### config.mk
export PLATFORM = sky130hd
export DESIGN_NAME = ixe_exec
export DESIGN_NICKNAME = d
export VERILOG_FILES = /design/src/ixe_pkg.sv /design/src/ixe_exec.sv /design/src/ixe_qphase.sv
export SDC_FILE = /design/constraint.sdc
export NUM_CORES = 1
export LEC_CHECK = 0
export BUFFER_PORTS_ARGS = -buffer_cell sky130_fd_sc_hd__buf_2
export CAP_MARGIN = 20
export CORE_AREA = 8 8 104 106
export CTS_CLUSTER_DIAMETER = 40
export DETAILED_ROUTE_END_ITERATION = 10
export DIE_AREA = 0 0 112 114
export GPL_TIMING_DRIVEN = 1
export MAX_ROUTING_LAYER = met4
export REMOVE_ABC_BUFFERS = 1
export SLEW_MARGIN = 20
export SYNTH_ARGS = -nofsm -noshare
export SYNTH_HDL_FRONTEND = slang
export SYNTH_SLANG_ARGS = --single-unit
### constraint.sdc
create_clock -name clk_i -period 1.5 [get_ports clk_i]
set_input_delay 0.3 -clock clk_i [delete_from_list [all_inputs] [get_ports clk_i]]
set_output_delay 0.3 -clock clk_i [all_outputs]
set_load 0.03 [all_outputs]
### src/ixe_pkg.sv
// constants and types for the increment-skip / inclusive-or execution slice
// assumes a 14-bit instruction word and an 8-bit data path on one core clock
package ixe_pkg;

  // ==========================================================
  // widths
  localparam int unsigned INSTR_W = 14;
  localparam int unsigned DATA_W = 8;
  localparam int unsigned FADDR_W = 7;
  localparam int unsigned PHASE_W = 2;

  // ==========================================================
  // instruction word fields
  localparam int unsigned OPC_MSB = 13;
  localparam int unsigned OPC_LSB = 8;
  localparam int unsigned DEST_BIT = 7;
  localparam int unsigned FADDR_MSB = 6;
  localparam int unsigned LIT_MSB = 7;
  localparam logic [5:0] OPC_INC_SKIP = 6'h0F;
  localparam logic [5:0] OPC_OR_LIT = 6'h38;
  localparam logic [5:0] OPC_OR_FILE = 6'h04;
  localparam logic DEST_ACC = 1'h0;
  localparam logic DEST_FILE = 1'h1;

  // ==========================================================
  // timing: one quarter phase per core clock
  localparam int unsigned CLK_PERIOD_NS = 20;
  localparam int unsigned TCY_NS = 80;
  localparam int unsigned Q_PHASES = TCY_NS / CLK_PERIOD_NS;
  localparam logic [PHASE_W-1:0] PH_Q1 = 2'h0;
  localparam logic [PHASE_W-1:0] PH_Q2 = 2'h1;
  localparam logic [PHASE_W-1:0] PH_Q3 = 2'h2;
  localparam logic [PHASE_W-1:0] PH_Q4 = 2'h3;
  localparam logic [PHASE_W-1:0] PH_LAST = PHASE_W'(Q_PHASES - 1);

  // ==========================================================
  // reset values
  localparam logic [DATA_W-1:0] ACC_RESET = 8'h00;
  localparam logic ZERO_RESET = 1'h0;

  typedef enum logic [1:0] {
    OP_NONE,
    OP_INC_SKIP,
    OP_OR_LIT,
    OP_OR_FILE
  } ixe_op_t;

  typedef struct packed {
    ixe_op_t op;
    logic dest;
    logic [DATA_W-1:0] lit;
    logic [DATA_W-1:0] opnd;
    logic [DATA_W-1:0] res;
    logic [DATA_W-1:0] acc;
    logic zero;
    logic zero_upd;
    logic skip;
    logic [FADDR_W-1:0] file_addr;
    logic file_re;
    logic file_we;
    logic [DATA_W-1:0] file_wdata;
  } ixe_state_t;

endpackage : ixe_pkg

### src/ixe_exec.sv
// execution slice for increment-skip-if-zero, or-literal and or-with-file
// assumes fetch holds the instruction word through Q1 and the file read
// port answers combinationally to file_addr_o while file_re_o is high
//
// Function
// - increment_skip_if_zero adds one to the file register and sends it to the accumulator (d=0) or back to the file (d=1).
// - a zero result makes the next instruction a no-operation so the instruction takes two cycles; nonzero takes one.
// - the phases are decode Q1, file read Q2, compute Q3, write Q4, and the skipped cycle does nothing in all four.
// - or_literal_into_accumulator ORs the 8-bit literal into the accumulator.
// - or_literal_into_accumulator finishes in one cycle: decode, take literal, compute, write accumulator.
`timescale 1ns/1ps
`default_nettype none
module ixe_exec
  import ixe_pkg::*;
(
  input wire logic clk_i, // core clock, 50 MHz
  input wire logic resetn_i, // async reset, active low
  input wire logic [ixe_pkg::INSTR_W-1:0] instr_i, // fetched word, valid in Q1
  input wire logic [ixe_pkg::DATA_W-1:0] file_rdata_i, // file read data
  output logic [ixe_pkg::FADDR_W-1:0] file_addr_o, // file address
  output logic file_re_o, // file read strobe, Q2
  output logic file_we_o, // file write strobe, Q4
  output logic [ixe_pkg::DATA_W-1:0] file_wdata_o, // file write data
  output logic [ixe_pkg::DATA_W-1:0] acc_o, // working accumulator
  output logic zero_o, // zero flag
  output logic zero_upd_o, // zero flag updated, pulse
  output logic skip_o // discard current instruction cycle
);
  import ixe_pkg::*;

  // ==========================================================
  // decode
  function automatic ixe_op_t ixe_decode(input logic [INSTR_W-1:0] w);
    ixe_op_t op;
    op = OP_NONE;
    if (w[OPC_MSB:OPC_LSB] == OPC_INC_SKIP)
    begin
      op = OP_INC_SKIP;
    end
    else if (w[OPC_MSB:OPC_LSB] == OPC_OR_LIT)
    begin
      op = OP_OR_LIT;
    end
    else if (w[OPC_MSB:OPC_LSB] == OPC_OR_FILE)
    begin
      op = OP_OR_FILE;
    end
    return op;
  endfunction : ixe_decode

  // ==========================================================
  // phase source
  logic [PHASE_W-1:0] phase;

  ixe_qphase u_qphase (
    .clk_i(clk_i),
    .resetn_i(resetn_i),
    .phase_o(phase)
  );

  // ==========================================================
  // state
  ixe_state_t st_r;
  ixe_state_t st_nxt;
  logic to_acc;

  assign to_acc = (st_r.op == OP_OR_LIT) || (st_r.dest == DEST_ACC);

  always_comb
  begin
    st_nxt = st_r;
    st_nxt.zero_upd = 1'b0;
    unique case (phase)
      PH_Q1:
      begin
        // skipped cycle decodes as no-operation
        st_nxt.op = st_r.skip ? OP_NONE : ixe_decode(instr_i);
        if (!st_r.skip)
        begin
          // discarded word leaves the operand fields alone
          st_nxt.dest = instr_i[DEST_BIT];
          st_nxt.lit = instr_i[LIT_MSB:0];
          st_nxt.file_addr = instr_i[FADDR_MSB:0];
        end
        st_nxt.file_re = (st_nxt.op == OP_INC_SKIP) || (st_nxt.op == OP_OR_FILE);
      end
      PH_Q2:
      begin
        st_nxt.opnd = (st_r.op == OP_OR_LIT) ? st_r.lit : file_rdata_i;
        st_nxt.file_re = 1'b0;
      end
      PH_Q3:
      begin
        unique case (st_r.op)
          OP_INC_SKIP: st_nxt.res = st_r.opnd + DATA_W'(1);
          OP_OR_LIT: st_nxt.res = st_r.acc | st_r.opnd;
          OP_OR_FILE: st_nxt.res = st_r.acc | st_r.opnd;
          OP_NONE: st_nxt.res = st_r.res;
        endcase
        st_nxt.file_we = (st_r.op != OP_NONE) && !to_acc;
        st_nxt.file_wdata = st_nxt.res;
      end
      PH_Q4:
      begin
        st_nxt.file_we = 1'b0;
        if ((st_r.op != OP_NONE) && to_acc)
        begin
          st_nxt.acc = st_r.res;
        end
        if ((st_r.op == OP_OR_LIT) || (st_r.op == OP_OR_FILE))
        begin
          st_nxt.zero = (st_r.res == '0);
          st_nxt.zero_upd = 1'b1;
        end
        // flush the prefetched word on a zero increment
        st_nxt.skip = (st_r.op == OP_INC_SKIP) && (st_r.res == '0);
        st_nxt.op = OP_NONE;
      end
    endcase
  end

  always_ff @(posedge clk_i or negedge resetn_i)
  begin
    if (!resetn_i)
    begin
      st_r <= '{op: OP_NONE, dest: DEST_ACC, lit: '0, opnd: '0, res: '0,
                acc: ACC_RESET, zero: ZERO_RESET, zero_upd: 1'b0, skip: 1'b0,
                file_addr: '0, file_re: 1'b0, file_we: 1'b0, file_wdata: '0};
    end
    else
    begin
      st_r <= st_nxt;
    end
  end

  assign file_addr_o = st_r.file_addr;
  assign file_re_o = st_r.file_re;
  assign file_we_o = st_r.file_we;
  assign file_wdata_o = st_r.file_wdata;
  assign acc_o = st_r.acc;
  assign zero_o = st_r.zero;
  assign zero_upd_o = st_r.zero_upd;
  assign skip_o = st_r.skip;
endmodule : ixe_exec
`default_nettype wire

### src/ixe_qphase.sv
// quarter-phase sequencer: Q1..Q4 of each instruction cycle
// assumes one quarter phase per rising core clock edge
`timescale 1ns/1ps
`default_nettype none
module ixe_qphase
  import ixe_pkg::*;
(
  input wire logic clk_i, // core clock
  input wire logic resetn_i, // async reset, active low
  output logic [ixe_pkg::PHASE_W-1:0] phase_o // current quarter phase
);

  // ==========================================================
  // phase counter
  always_ff @(posedge clk_i or negedge resetn_i)
  begin
    if (!resetn_i)
    begin
      phase_o <= PH_Q1;
    end
    else if (phase_o == PH_LAST)
    begin
      phase_o <= PH_Q1;
    end
    else
    begin
      phase_o <= phase_o + PHASE_W'(1);
    end
  end

endmodule : ixe_qphase
`default_nettype wire

==> impl_metrics.yaml, run 1 <==
run_status:
  outcome: "finished clean"
yosys:
  ys_types: 38
  ys_seq_elements: 41
  syn_area_sq_mm: 0.00212
  avgSynthCellArea_sq_um: 10.9
  synth_warnings: 0
  ys_seq_area_frac: 0.483
  syn_inst: 194
setup_path:
  r2r-start: "u_qphase.phase_o[0]"
  crit_path_max_incr_delay_ns: 0.42
  path_buf_inv: 2
  crit_slowest_cell: "dfrtp_1"
  end_kind: "register"
  cp.required_ns: 1.67
  worstPathCellList: "inv_2 > ha_4 > nor2b_4 > buf_6 > mux2_2"
  startpoint_type: "register"
  crit_type: "register to register"
  reg2reg_slack_ns: 0.08
  reg2regPathDepth: 5
  arrival_ns: 1.59
  cp_top_family: "flip-flops"
  path_max_fanout: 5
  r2r-end: "st_r[45]"
floorplanning:
  die_x_um: 112
  num_rows: 35
  die_h_um: 114
  core_sq_mm: 0.00911
  die_area_sq_mm: 0.0128
  io_pins: 52
  initial_core_util: 0.233
sta:
  grt_setup_unrepaired: "no"
  hold_ws_ns: 0.235
  setup_viol: 0
  fin_crit_sh: 0.946
  clock_skew_ns: 0.00790
  hold_viol: 0
  relSlewSlack: 0.720
  tns_ns: 0
  max_clock_freq_mhz: 704
  layout_min_cycle_time_ns: 1.42
  tightest_slew_ns: 0.420
  slew_violations: 0
final_layout:
  area_growth_pct: 21.9
  layout-drive-gt1-share: 0.414
  n_antenna_cell: 0
  fillers: 984
  final_net_count: 265
  fin_util: 0.284
routing:
  ant_nets: 0
  initialDrtViolationCount: 57
  wire_per_inst_um: 14.9
  wl_um: 5170
  remaining_drc_errors: 0
  dr.pass1.iters: 4
  avgViaCountPerCell: 4.39
  route.vias.total: 1529
pwr:
  ir_worst_vdd_mv: 0.325
  p_per_area_mw_per_mm2: 1040
  leakagePower_nw: 1.23
clock_tree:
  cts_sinks: 41
  clkTransAtPathRegs_ns: 0.08
  worstSkewPairLatency_ns: 0.29
  cts_tree: "done"
  cts-root-buf: "clkbuf_8"
  cts_max_level: 2
  clock_path_buffers: 2
  cts_inserted_buffers: 5
hold_path:
  hold_path.class: "primary input to register"
  hold_depth: 2
  hold_end: "st_r[50]"
  min_from: "instr_i[6]"
global_route:
  antenna_found_initial: 0
  use_met3: 0.0248
  grt_pass1_wl_um: 8390
  globalRouteMet2Util: 0.132
  grt_usage: 0.0849
  grt_max_degree: 26
  gr-total-overflow: 0
  grt_pass1_vias: 1616
  use_met1: 0.105
  grt-busiest-layer: "met2"
run:
  drv_cap: 0
placed_design:
  gp_congestion: 0.754
  portBuffers: 51
  dp_hpwl_um: 3920
==> repair_timing <==
action                                 in CTS  in global routing
hold buffers                                1                  0
gates cloned                                1                  0
setup buffers                               1                  2
pin swaps                                   0                  1
setup endpoints to repair                   8                 23
resized for setup                           4                  7
endpoints found under the hold margin      16                  0
==> flip-flops by register name (all words and copies together), names as in the netlist <==
name	cells
st_r	18
file_re_o	1
acc_o	8
zero_o	1
u_qphase.phase_o	2
file_we_o	1
zero_upd_o	1
file_wdata_o	8
skip_o	1
==> how the worst max path moves through the flow <==
| stage | start | slack, ns | cells after the start | to |
|---|---|---|---|---|
| 2_1_floorplan | st_r[54] | -0.42 | 3 | acc_o[0] |
| 3_3_place_gp | u_qphase.phase_o[0] | 0.05 | 5 | st_r[52] |
| 3_5_place_dp | u_qphase.phase_o[0] | -0.01 | 5 | st_r[45] |
| 4_1_cts | u_qphase.phase_o[0] | 0.001 | 5 | st_r[49] |
| 5_1_grt | st_r[54] | 0.01 | 3 | file_wdata_o[7] |
| 6_report | u_qphase.phase_o[0] | 0.08 | 5 | st_r[45] |
==> power by group <==
| part | switching, mW | internal [mW] | total [mW] | leakage [nW] |
|---|---|---|---|---|
| Sequential | 0.0977 | 1.20 | 1.30 | 0.520 |
| Combinational | 0.301 | 0.176 | 0.477 | 0.649 |
| Clock | 0.387 | 0.543 | 0.930 | 0.0585 |
| Total | 0.786 | 1.92 | 2.70 | 1.23 |
==> area by class of cell <==
cell class                 instances  area [sq um]  area share
sequential                        41          1030       0.397
multi-input combinational        118           888       0.343
timing repair buffer              66           403       0.156
tap                              111           139      0.0537
clock buffer                       7          86.3      0.0334
clock inverter                     1          30.0      0.0116
inverter                           4          15.0     0.00580
==> Yosys cell counts <==
library cell  instances  area share
nor4b_1               1      0.0041
a22o_1                2      0.0083
nand2_1              13       0.023
inv_1                 4      0.0071
and3_1                2      0.0059
clkbuf_1              3      0.0053
o22ai_1               2      0.0059
a31oi_1               1      0.0029
mux2_2               18       0.096
dfrtp_1              41        0.48
o211ai_1              1      0.0035
and4b_1               1      0.0047
o21ai_0              10       0.024
o311a_1               1      0.0047
a211oi_1              1      0.0035
nor2b_1               4       0.012
nor3_1                2      0.0047
buf_2                 3      0.0071
ha_1                  5       0.029
buf_6                 1      0.0053
and3b_1               1      0.0041
o21ai_4               1      0.0077
nand4b_4              1       0.011
nor4_1                3      0.0088
o31ai_1               1      0.0035
a221o_1               1      0.0047
o41ai_1               1      0.0041
mux2i_1               9       0.042
nand3_1               2      0.0047
buf_4                24       0.085
or2b_1                2      0.0071
nor2_1               12       0.021
a21oi_1              13       0.031
nand4b_1              1      0.0041
a311oi_1              1      0.0041
nand2b_1              2      0.0059
nand3b_1              1      0.0035
o21a_1                2      0.0071
==> cell families (layout without fill, tap and decap cells) <==
family | after synthesis | in the layout | synth area share
AOI/OAI and AO/OA | 38 | 38 | 0.114
adders and majority gates | 5 | 5 | 0.0295
buffers and inverters | 35 | 78 | 0.110
DFF | 41 | 41 | 0.483
muxes | 27 | 27 | 0.138
and+or+nand+nor | 48 | 48 | 0.125
==> layout by cell type (no fill, tap or decap), drive strengths merged, types with 3 or more instances in the layout <==
cell	synthesis	routed
nor4	3	3
nor2b	4	4
nand2	13	13
nor2	12	12
ha	5	5
o21ai	11	11
dfrtp	41	41
clkbuf	3	7
a21oi	13	13
mux2	18	18
inv	4	4
buf	28	65
mux2i	9	9
==> stage by stage <==
| stage | instance area [sq um] | instances | total power [mW] | setup WS [ns] |
|---|---|---|---|---|
| 2_1_floorplan | 1900 | 163 | 1.58 | -0.418 |
| 6_report | 2590 | 348 | 2.70 | 0.0803 |
| 3_5_place_dp | 2390 | 335 | 1.80 | -0.0146 |
| 5_1_grt | 2590 | 348 | 2.83 | 0.0130 |
| 4_1_cts | 2540 | 346 | 2.74 | 0.00128 |
| 3_3_place_gp | 2390 | 335 | 1.79 | 0.0467 |
==> per-layer routing <==
layer | wire length, um | vias to the layer above
met2 | 2360 | 43
met1 | 2520 | 734
met3 | 255 | 5
li1 | - | 747
met5 | 0 | -
met4 | 38 | 0
Note: power is estimated with default switching activity, not from simulation.
==> inputs of run 2 (changes only) <==
--- a/config.mk
+++ b/config.mk
@@ -14,6 +14,7 @@
 export GPL_TIMING_DRIVEN = 1
 export MAX_ROUTING_LAYER = met4
 export REMOVE_ABC_BUFFERS = 1
+export SETUP_SLACK_MARGIN = 0.1
 export SLEW_MARGIN = 20
 export SYNTH_ARGS = -nofsm -noshare
 export SYNTH_HDL_FRONTEND = slang
==> run 2 against run 1 <==
Clock skew grew 0.0023 ns. Total power grew 0.71%. Count of clock-buffer cells in the layout is the same. Via count grew 3.2%. Global-route usage grew 0.10 points. Sequential power is essentially flat. Register-to-register slack is essentially flat.
==> impl_metrics.yaml, run 2 (synthesis results as in run 1) <==
sta:
  layout_min_cycle_time_ns: 1.42
  hold_viol: 0
  max_clock_freq_mhz: 704
  slew_violations: 0
  clock_skew_ns: 0.0101
  tightest_slew_ns: 0.422
  setup_viol: 0
  tns_ns: 0
  grt_setup_unrepaired: "yes"
  fin_crit_sh: 0.946
  relSlewSlack: 0.719
run_status:
  outcome: "finished clean"
final_layout:
  area_growth_pct: 27.2
  fillers: 983
  layout-drive-gt1-share: 0.471
  final_net_count: 270
  n_antenna_cell: 0
  layout_common_cells: "buf_2 (53), dfrtp_1 (39), nand2_1 (13), a21oi_1 (13)"
  fin_util: 0.296
  mostFrequentLayoutCell: "buf_2"
  largest-register: "st_r"
  largest_register_ffs: 18
routing:
  remaining_drc_errors: 0
  dr.pass1.iters: 4
  wire_per_inst_um: 15.3
  wl_um: 5390
  route.vias.total: 1578
  ant_nets: 0
  initialDrtViolationCount: 60
  avgViaCountPerCell: 4.47
clock_tree:
  cts_tree: "done"
  cts-root-buf: "clkbuf_8"
  cts_inserted_buffers: 5
  clkTransAtPathRegs_ns: 0.08
  cts_sinks: 41
  cts_max_level: 2
  clock_path_buffers: 2
  worstSkewPairLatency_ns: 0.29
placed_design:
  gp_congestion: 0.754
  portBuffers: 51
  dp_hpwl_um: 3920
pwr:
  leakagePower_nw: 1.28
  total_power_mw: 2.72
  p_per_area_mw_per_mm2: 1010
  ir_worst_vdd_mv: 0.332
floorplanning:
  initial_core_util: 0.233
  die_x_um: 112
  num_rows: 35
  io_pins: 52
  die_area_sq_mm: 0.0128
  die_h_um: 114
  core_sq_mm: 0.00911
setup_path:
  cp.required_ns: 1.67
  end_kind: "register"
  path_max_fanout: 5
  crit_type: "register to register"
  arrival_ns: 1.59
  startpoint_type: "register"
hold_path:
  hold_path.class: "primary input to register"
global_route:
  grt_pass1_wl_um: 8530
  grt_max_degree: 26
  grt_usage: 0.0859
  grt_pass1_vias: 1648
  gr-total-overflow: 0
  antenna_found_initial: 0
run:
  drv_cap: 0
[run 2: cell count changes in the layout (fill, tap and decap cells not counted), moves of 2 or more]
cell / delta
ha_2: +3
dfrtp_1: -2
buf_2: +2
buf_6: +2
dfrtp_2: +2
o21ai_0: -3
ha_1: -3
mux2_2: -10
mux2_4: +10
o21ai_1: +2
[run 2: timing repair]
action	4_1_cts	5_1_grt
endpoints found under the setup margin	26	29
cloned	1	2
endpoints found under the hold margin	16	0
resized for setup	15	24
hold buffers	1	0
pin swaps	2	4
buffers inserted	3	3
[run 2: final cells by class]
type	instances	area, sq um	area share
Sequential cell	41	1030	0.381
Multi-Input combinational cell	118	958	0.355
Timing Repair Buffer	71	443	0.164
Tap cell	111	139	0.0514
Clock buffer	7	86.3	0.0320
Clock inverter	1	30.0	0.0111
Inverter	4	15.0	0.00556
[run 2: worst paths after layout]
path                       cells past startpoint         endpoint  slack, ns           startpoint
max                                            5         st_r[45]       0.08  u_qphase.phase_o[0]
min                                            2         st_r[50]       0.24           instr_i[6]
max reg2reg                                    5         st_r[45]       0.08  u_qphase.phase_o[0]
min reg2reg                                    2        file_re_o       0.50            file_re_o
max in group asynchronous                      3         st_r[38]       0.54             resetn_i
min in group asynchronous                      2  file_wdata_o[0]       0.47             resetn_i
[run 2: routing by layer]
metal,GRT usage,wire length (um),vias to the layer above
li1,-,-,760
met1,0.107,2550,768
met5,-,0,-
met2,0.134,2550,45
met4,0.0243,38,0
met3,0.0248,253,5
[run 2: per-stage QoR]
stage | hold WS [ns] | instance area (sq um) | setup slack, ns | cells
floorplan | 0.00441 | 1900 | -0.418 | 163
global placement | 0.258 | 2390 | 0.0467 | 335
detailed placement | 0.266 | 2390 | -0.0146 | 335
CTS | 0.230 | 2600 | 0.0636 | 348
global route | 0.228 | 2700 | 0.0348 | 353
finish | 0.235 | 2700 | 0.0805 | 353
[run 2: power by group]
part | switching [mW] | internal [mW]
logic | 0.305 | 0.192
registers | 0.0993 | 1.20
clock network | 0.384 | 0.543
total | 0.789 | 1.93
[run 2: worst max-delay path, cell delays in order, from the launching register on]
cell and delay [ns]:
dfrtp_1 0.43, inv_2 0.11, ha_4 0.14, nor2b_4 0.17, buf_6 0.15, mux2_4 0.30
==> inputs of run 3 (changes only) <==
--- a/config.mk
+++ b/config.mk
@@ -7,12 +7,15 @@
 export LEC_CHECK = 0
 export BUFFER_PORTS_ARGS = -buffer_cell sky130_fd_sc_hd__buf_2
 export CAP_MARGIN = 20
+export CELL_PAD_IN_SITES_DETAIL_PLACEMENT = 0
+export CELL_PAD_IN_SITES_GLOBAL_PLACEMENT = 1
 export CORE_AREA = 8 8 104 106
 export CTS_CLUSTER_DIAMETER = 40
 export DETAILED_ROUTE_END_ITERATION = 10
 export DIE_AREA = 0 0 112 114
 export GPL_TIMING_DRIVEN = 1
 export MAX_ROUTING_LAYER = met4
+export PLACE_DENSITY_LB_ADDON = 0.1
 export REMOVE_ABC_BUFFERS = 1
 export SETUP_SLACK_MARGIN = 0.1
 export SLEW_MARGIN = 20
==> run 3 against run 2 <==
Via count down 4.0%. Critical path depth stayed put. Cell count rose by 0.57%. Flip-flop and latch count unchanged. Global-route usage grew 1.0 points. First-iteration DRC count fell by 25%. Count of clock-buffer cells in the layout decreased by 1. Fmax increased by 1.0%. Register-to-register slack about the same. Critical path type unchanged. Largest power group unchanged. Highest routed layer unchanged.
==> impl_metrics.yaml, run 3 (synthesis results as in run 1) <==
setup_path:
  cp_top_family: "flip-flops"
  end_kind: "register"
  crit_slowest_cell: "dfrtp_1"
  crit_type: "register to register"
  path_max_fanout: 5
  startpoint_type: "register"
  reg2regPathDepth: 5
  r2r-end: "st_r[52]"
  r2r-start: "u_qphase.phase_o[0]"
  crit_path_max_incr_delay_ns: 0.43
  arrival_ns: 1.59
  reg2reg_slack_ns: 0.1
  worstPathCellList: "inv_2 > ha_4 > nor2b_4 > buf_6 > mux2_4"
  path_buf_inv: 2
  cp.required_ns: 1.68
sta:
  hold_viol: 0
  relSlewSlack: 0.736
  clock_skew_ns: 0.0122
  tightest_slew_ns: 0.392
  slew_violations: 0
  tns_ns: 0
  setup_viol: 0
  fin_crit_sh: 0.937
  grt_setup_unrepaired: "yes"
  max_clock_freq_mhz: 712
  layout_min_cycle_time_ns: 1.40
global_route:
  grt_pass1_vias: 1635
  antenna_found_initial: 1
  gr-total-overflow: 0
  grt_pass1_wl_um: 9420
  grt_usage: 0.0962
  grt_max_degree: 33
routing:
  avgViaCountPerCell: 4.27
  route.vias.total: 1515
  initialDrtViolationCount: 45
  dr.pass1.iters: 5
  wl_um: 5770
  wire_per_inst_um: 16.2
  ant_nets: 0
  remaining_drc_errors: 0
hold_path:
  hold_path.class: "primary input to register"
  hold_end: "st_r[44]"
  hold_depth: 2
  min_from: "instr_i[0]"
clock_tree:
  cts_inserted_buffers: 5
  cts-root-buf: "clkbuf_8"
  worstSkewPairLatency_ns: 0.30
  clkTransAtPathRegs_ns: 0.08
  cts_tree: "done"
  cts_sinks: 41
  clock_path_buffers: 2
  cts_max_level: 2
pwr:
  ir_worst_vdd_mv: 0.318
  p_per_area_mw_per_mm2: 960
  leakagePower_nw: 1.27
final_layout:
  design_area_sq_mm: 0.00267
  largest-register: "st_r"
  fillers: 984
  finalNonFillerCells: 355
  layout_common_cells: "buf_2 (52), dfrtp_1 (41), buf_4 (15)"
  area_growth_pct: 25.8
  mostFrequentLayoutCell: "buf_2"
  final_net_count: 272
  largest_register_ffs: 18
  layout-drive-gt1-share: 0.461
floorplanning:
  io_pins: 52
  die_h_um: 114
  core_sq_mm: 0.00911
  die_x_um: 112
  initial_core_util: 0.233
  die_area_sq_mm: 0.0128
  num_rows: 35
placed_design:
  portBuffers: 51
  gp_congestion: 0.655
  place_inst: 340
  dp_hpwl_um: 4210
  placed_area_sq_mm: 0.00242
run:
  drv_cap: 0
run_status:
  outcome: "finished clean"
-- run 3: changes by cell type in the layout (fill, tap and decap cells not counted), sizes merged --
cell / before / now
buf: 70 / 72
bufinv: 1 / 0
clkbuf: 7 / 6
clkinvlp: 0 / 1
diode: 0 / 1
-- run 3: worst max-delay path by stage --
stage / from / endpoint / slack (ns) / depth (start not counted)
final: u_qphase.phase_o[0] / st_r[52] / 0.1 / 5
after global routing: u_qphase.phase_o[0] / st_r[44] / 0.04 / 5
after CTS: u_qphase.phase_o[0] / st_r[47] / 0.08 / 5
after detailed placement: u_qphase.phase_o[0] / st_r[54] / 0.06 / 4
after global placement: u_qphase.phase_o[0] / st_r[54] / -0.03 / 4
after floorplan: st_r[54] / acc_o[0] / -0.42 / 3
-- run 3: timing repair --
| action | CTS | global route |
|---|---|---|
| resized for setup | 18 | 14 |
| pin swaps | 2 | 2 |
| setup buffers | 2 | 2 |
| cloned | 1 | 1 |
| setup endpoints to repair | 20 | 31 |
| hold endpoints to repair | 9 | 0 |
| hold buffers | 1 | 0 |
-- run 3: cell type report --
class / instances / area (sq um) / area share
antenna: 1 / 2.50 / 0.000938
clock buffer: 6 / 82.6 / 0.0309
clock inverter: 1 / 7.51 / 0.00281
inverter: 4 / 15.0 / 0.00563
multi-input combinational: 118 / 940 / 0.352
sequential: 41 / 1030 / 0.384
tap: 111 / 139 / 0.0520
timing repair buffer: 73 / 457 / 0.171
-- run 3: power by group --
part	total, mW	switching (mW)	internal, mW
sequential	1.29	0.0944	1.20
combinational	0.508	0.312	0.196
clock	0.762	0.398	0.364
-- run 3: through the flow --
| step | util | hold slack (ns) | total power, mW | setup WS (ns) |
|---|---|---|---|---|
| global route | 0.293 | 0.220 | 2.71 | 0.0400 |
| global placement | 0.266 | 0.194 | 1.82 | -0.0270 |
| finish | 0.293 | 0.231 | 2.56 | 0.0952 |
| CTS | 0.287 | 0.218 | 2.61 | 0.0840 |
| detailed placement | 0.266 | 0.194 | 1.82 | 0.0553 |
| floorplan | - | 0.00441 | 1.58 | -0.418 |
-- run 3: layer usage --
metal  track usage  part of all wire  vias to the layer above
li1              -                 -                      761
met1         0.126              0.50                      708
met5             -                 0                        -
met4        0.0324             0.012                        0
met3        0.0296             0.047                        5
met2         0.137              0.44                       41
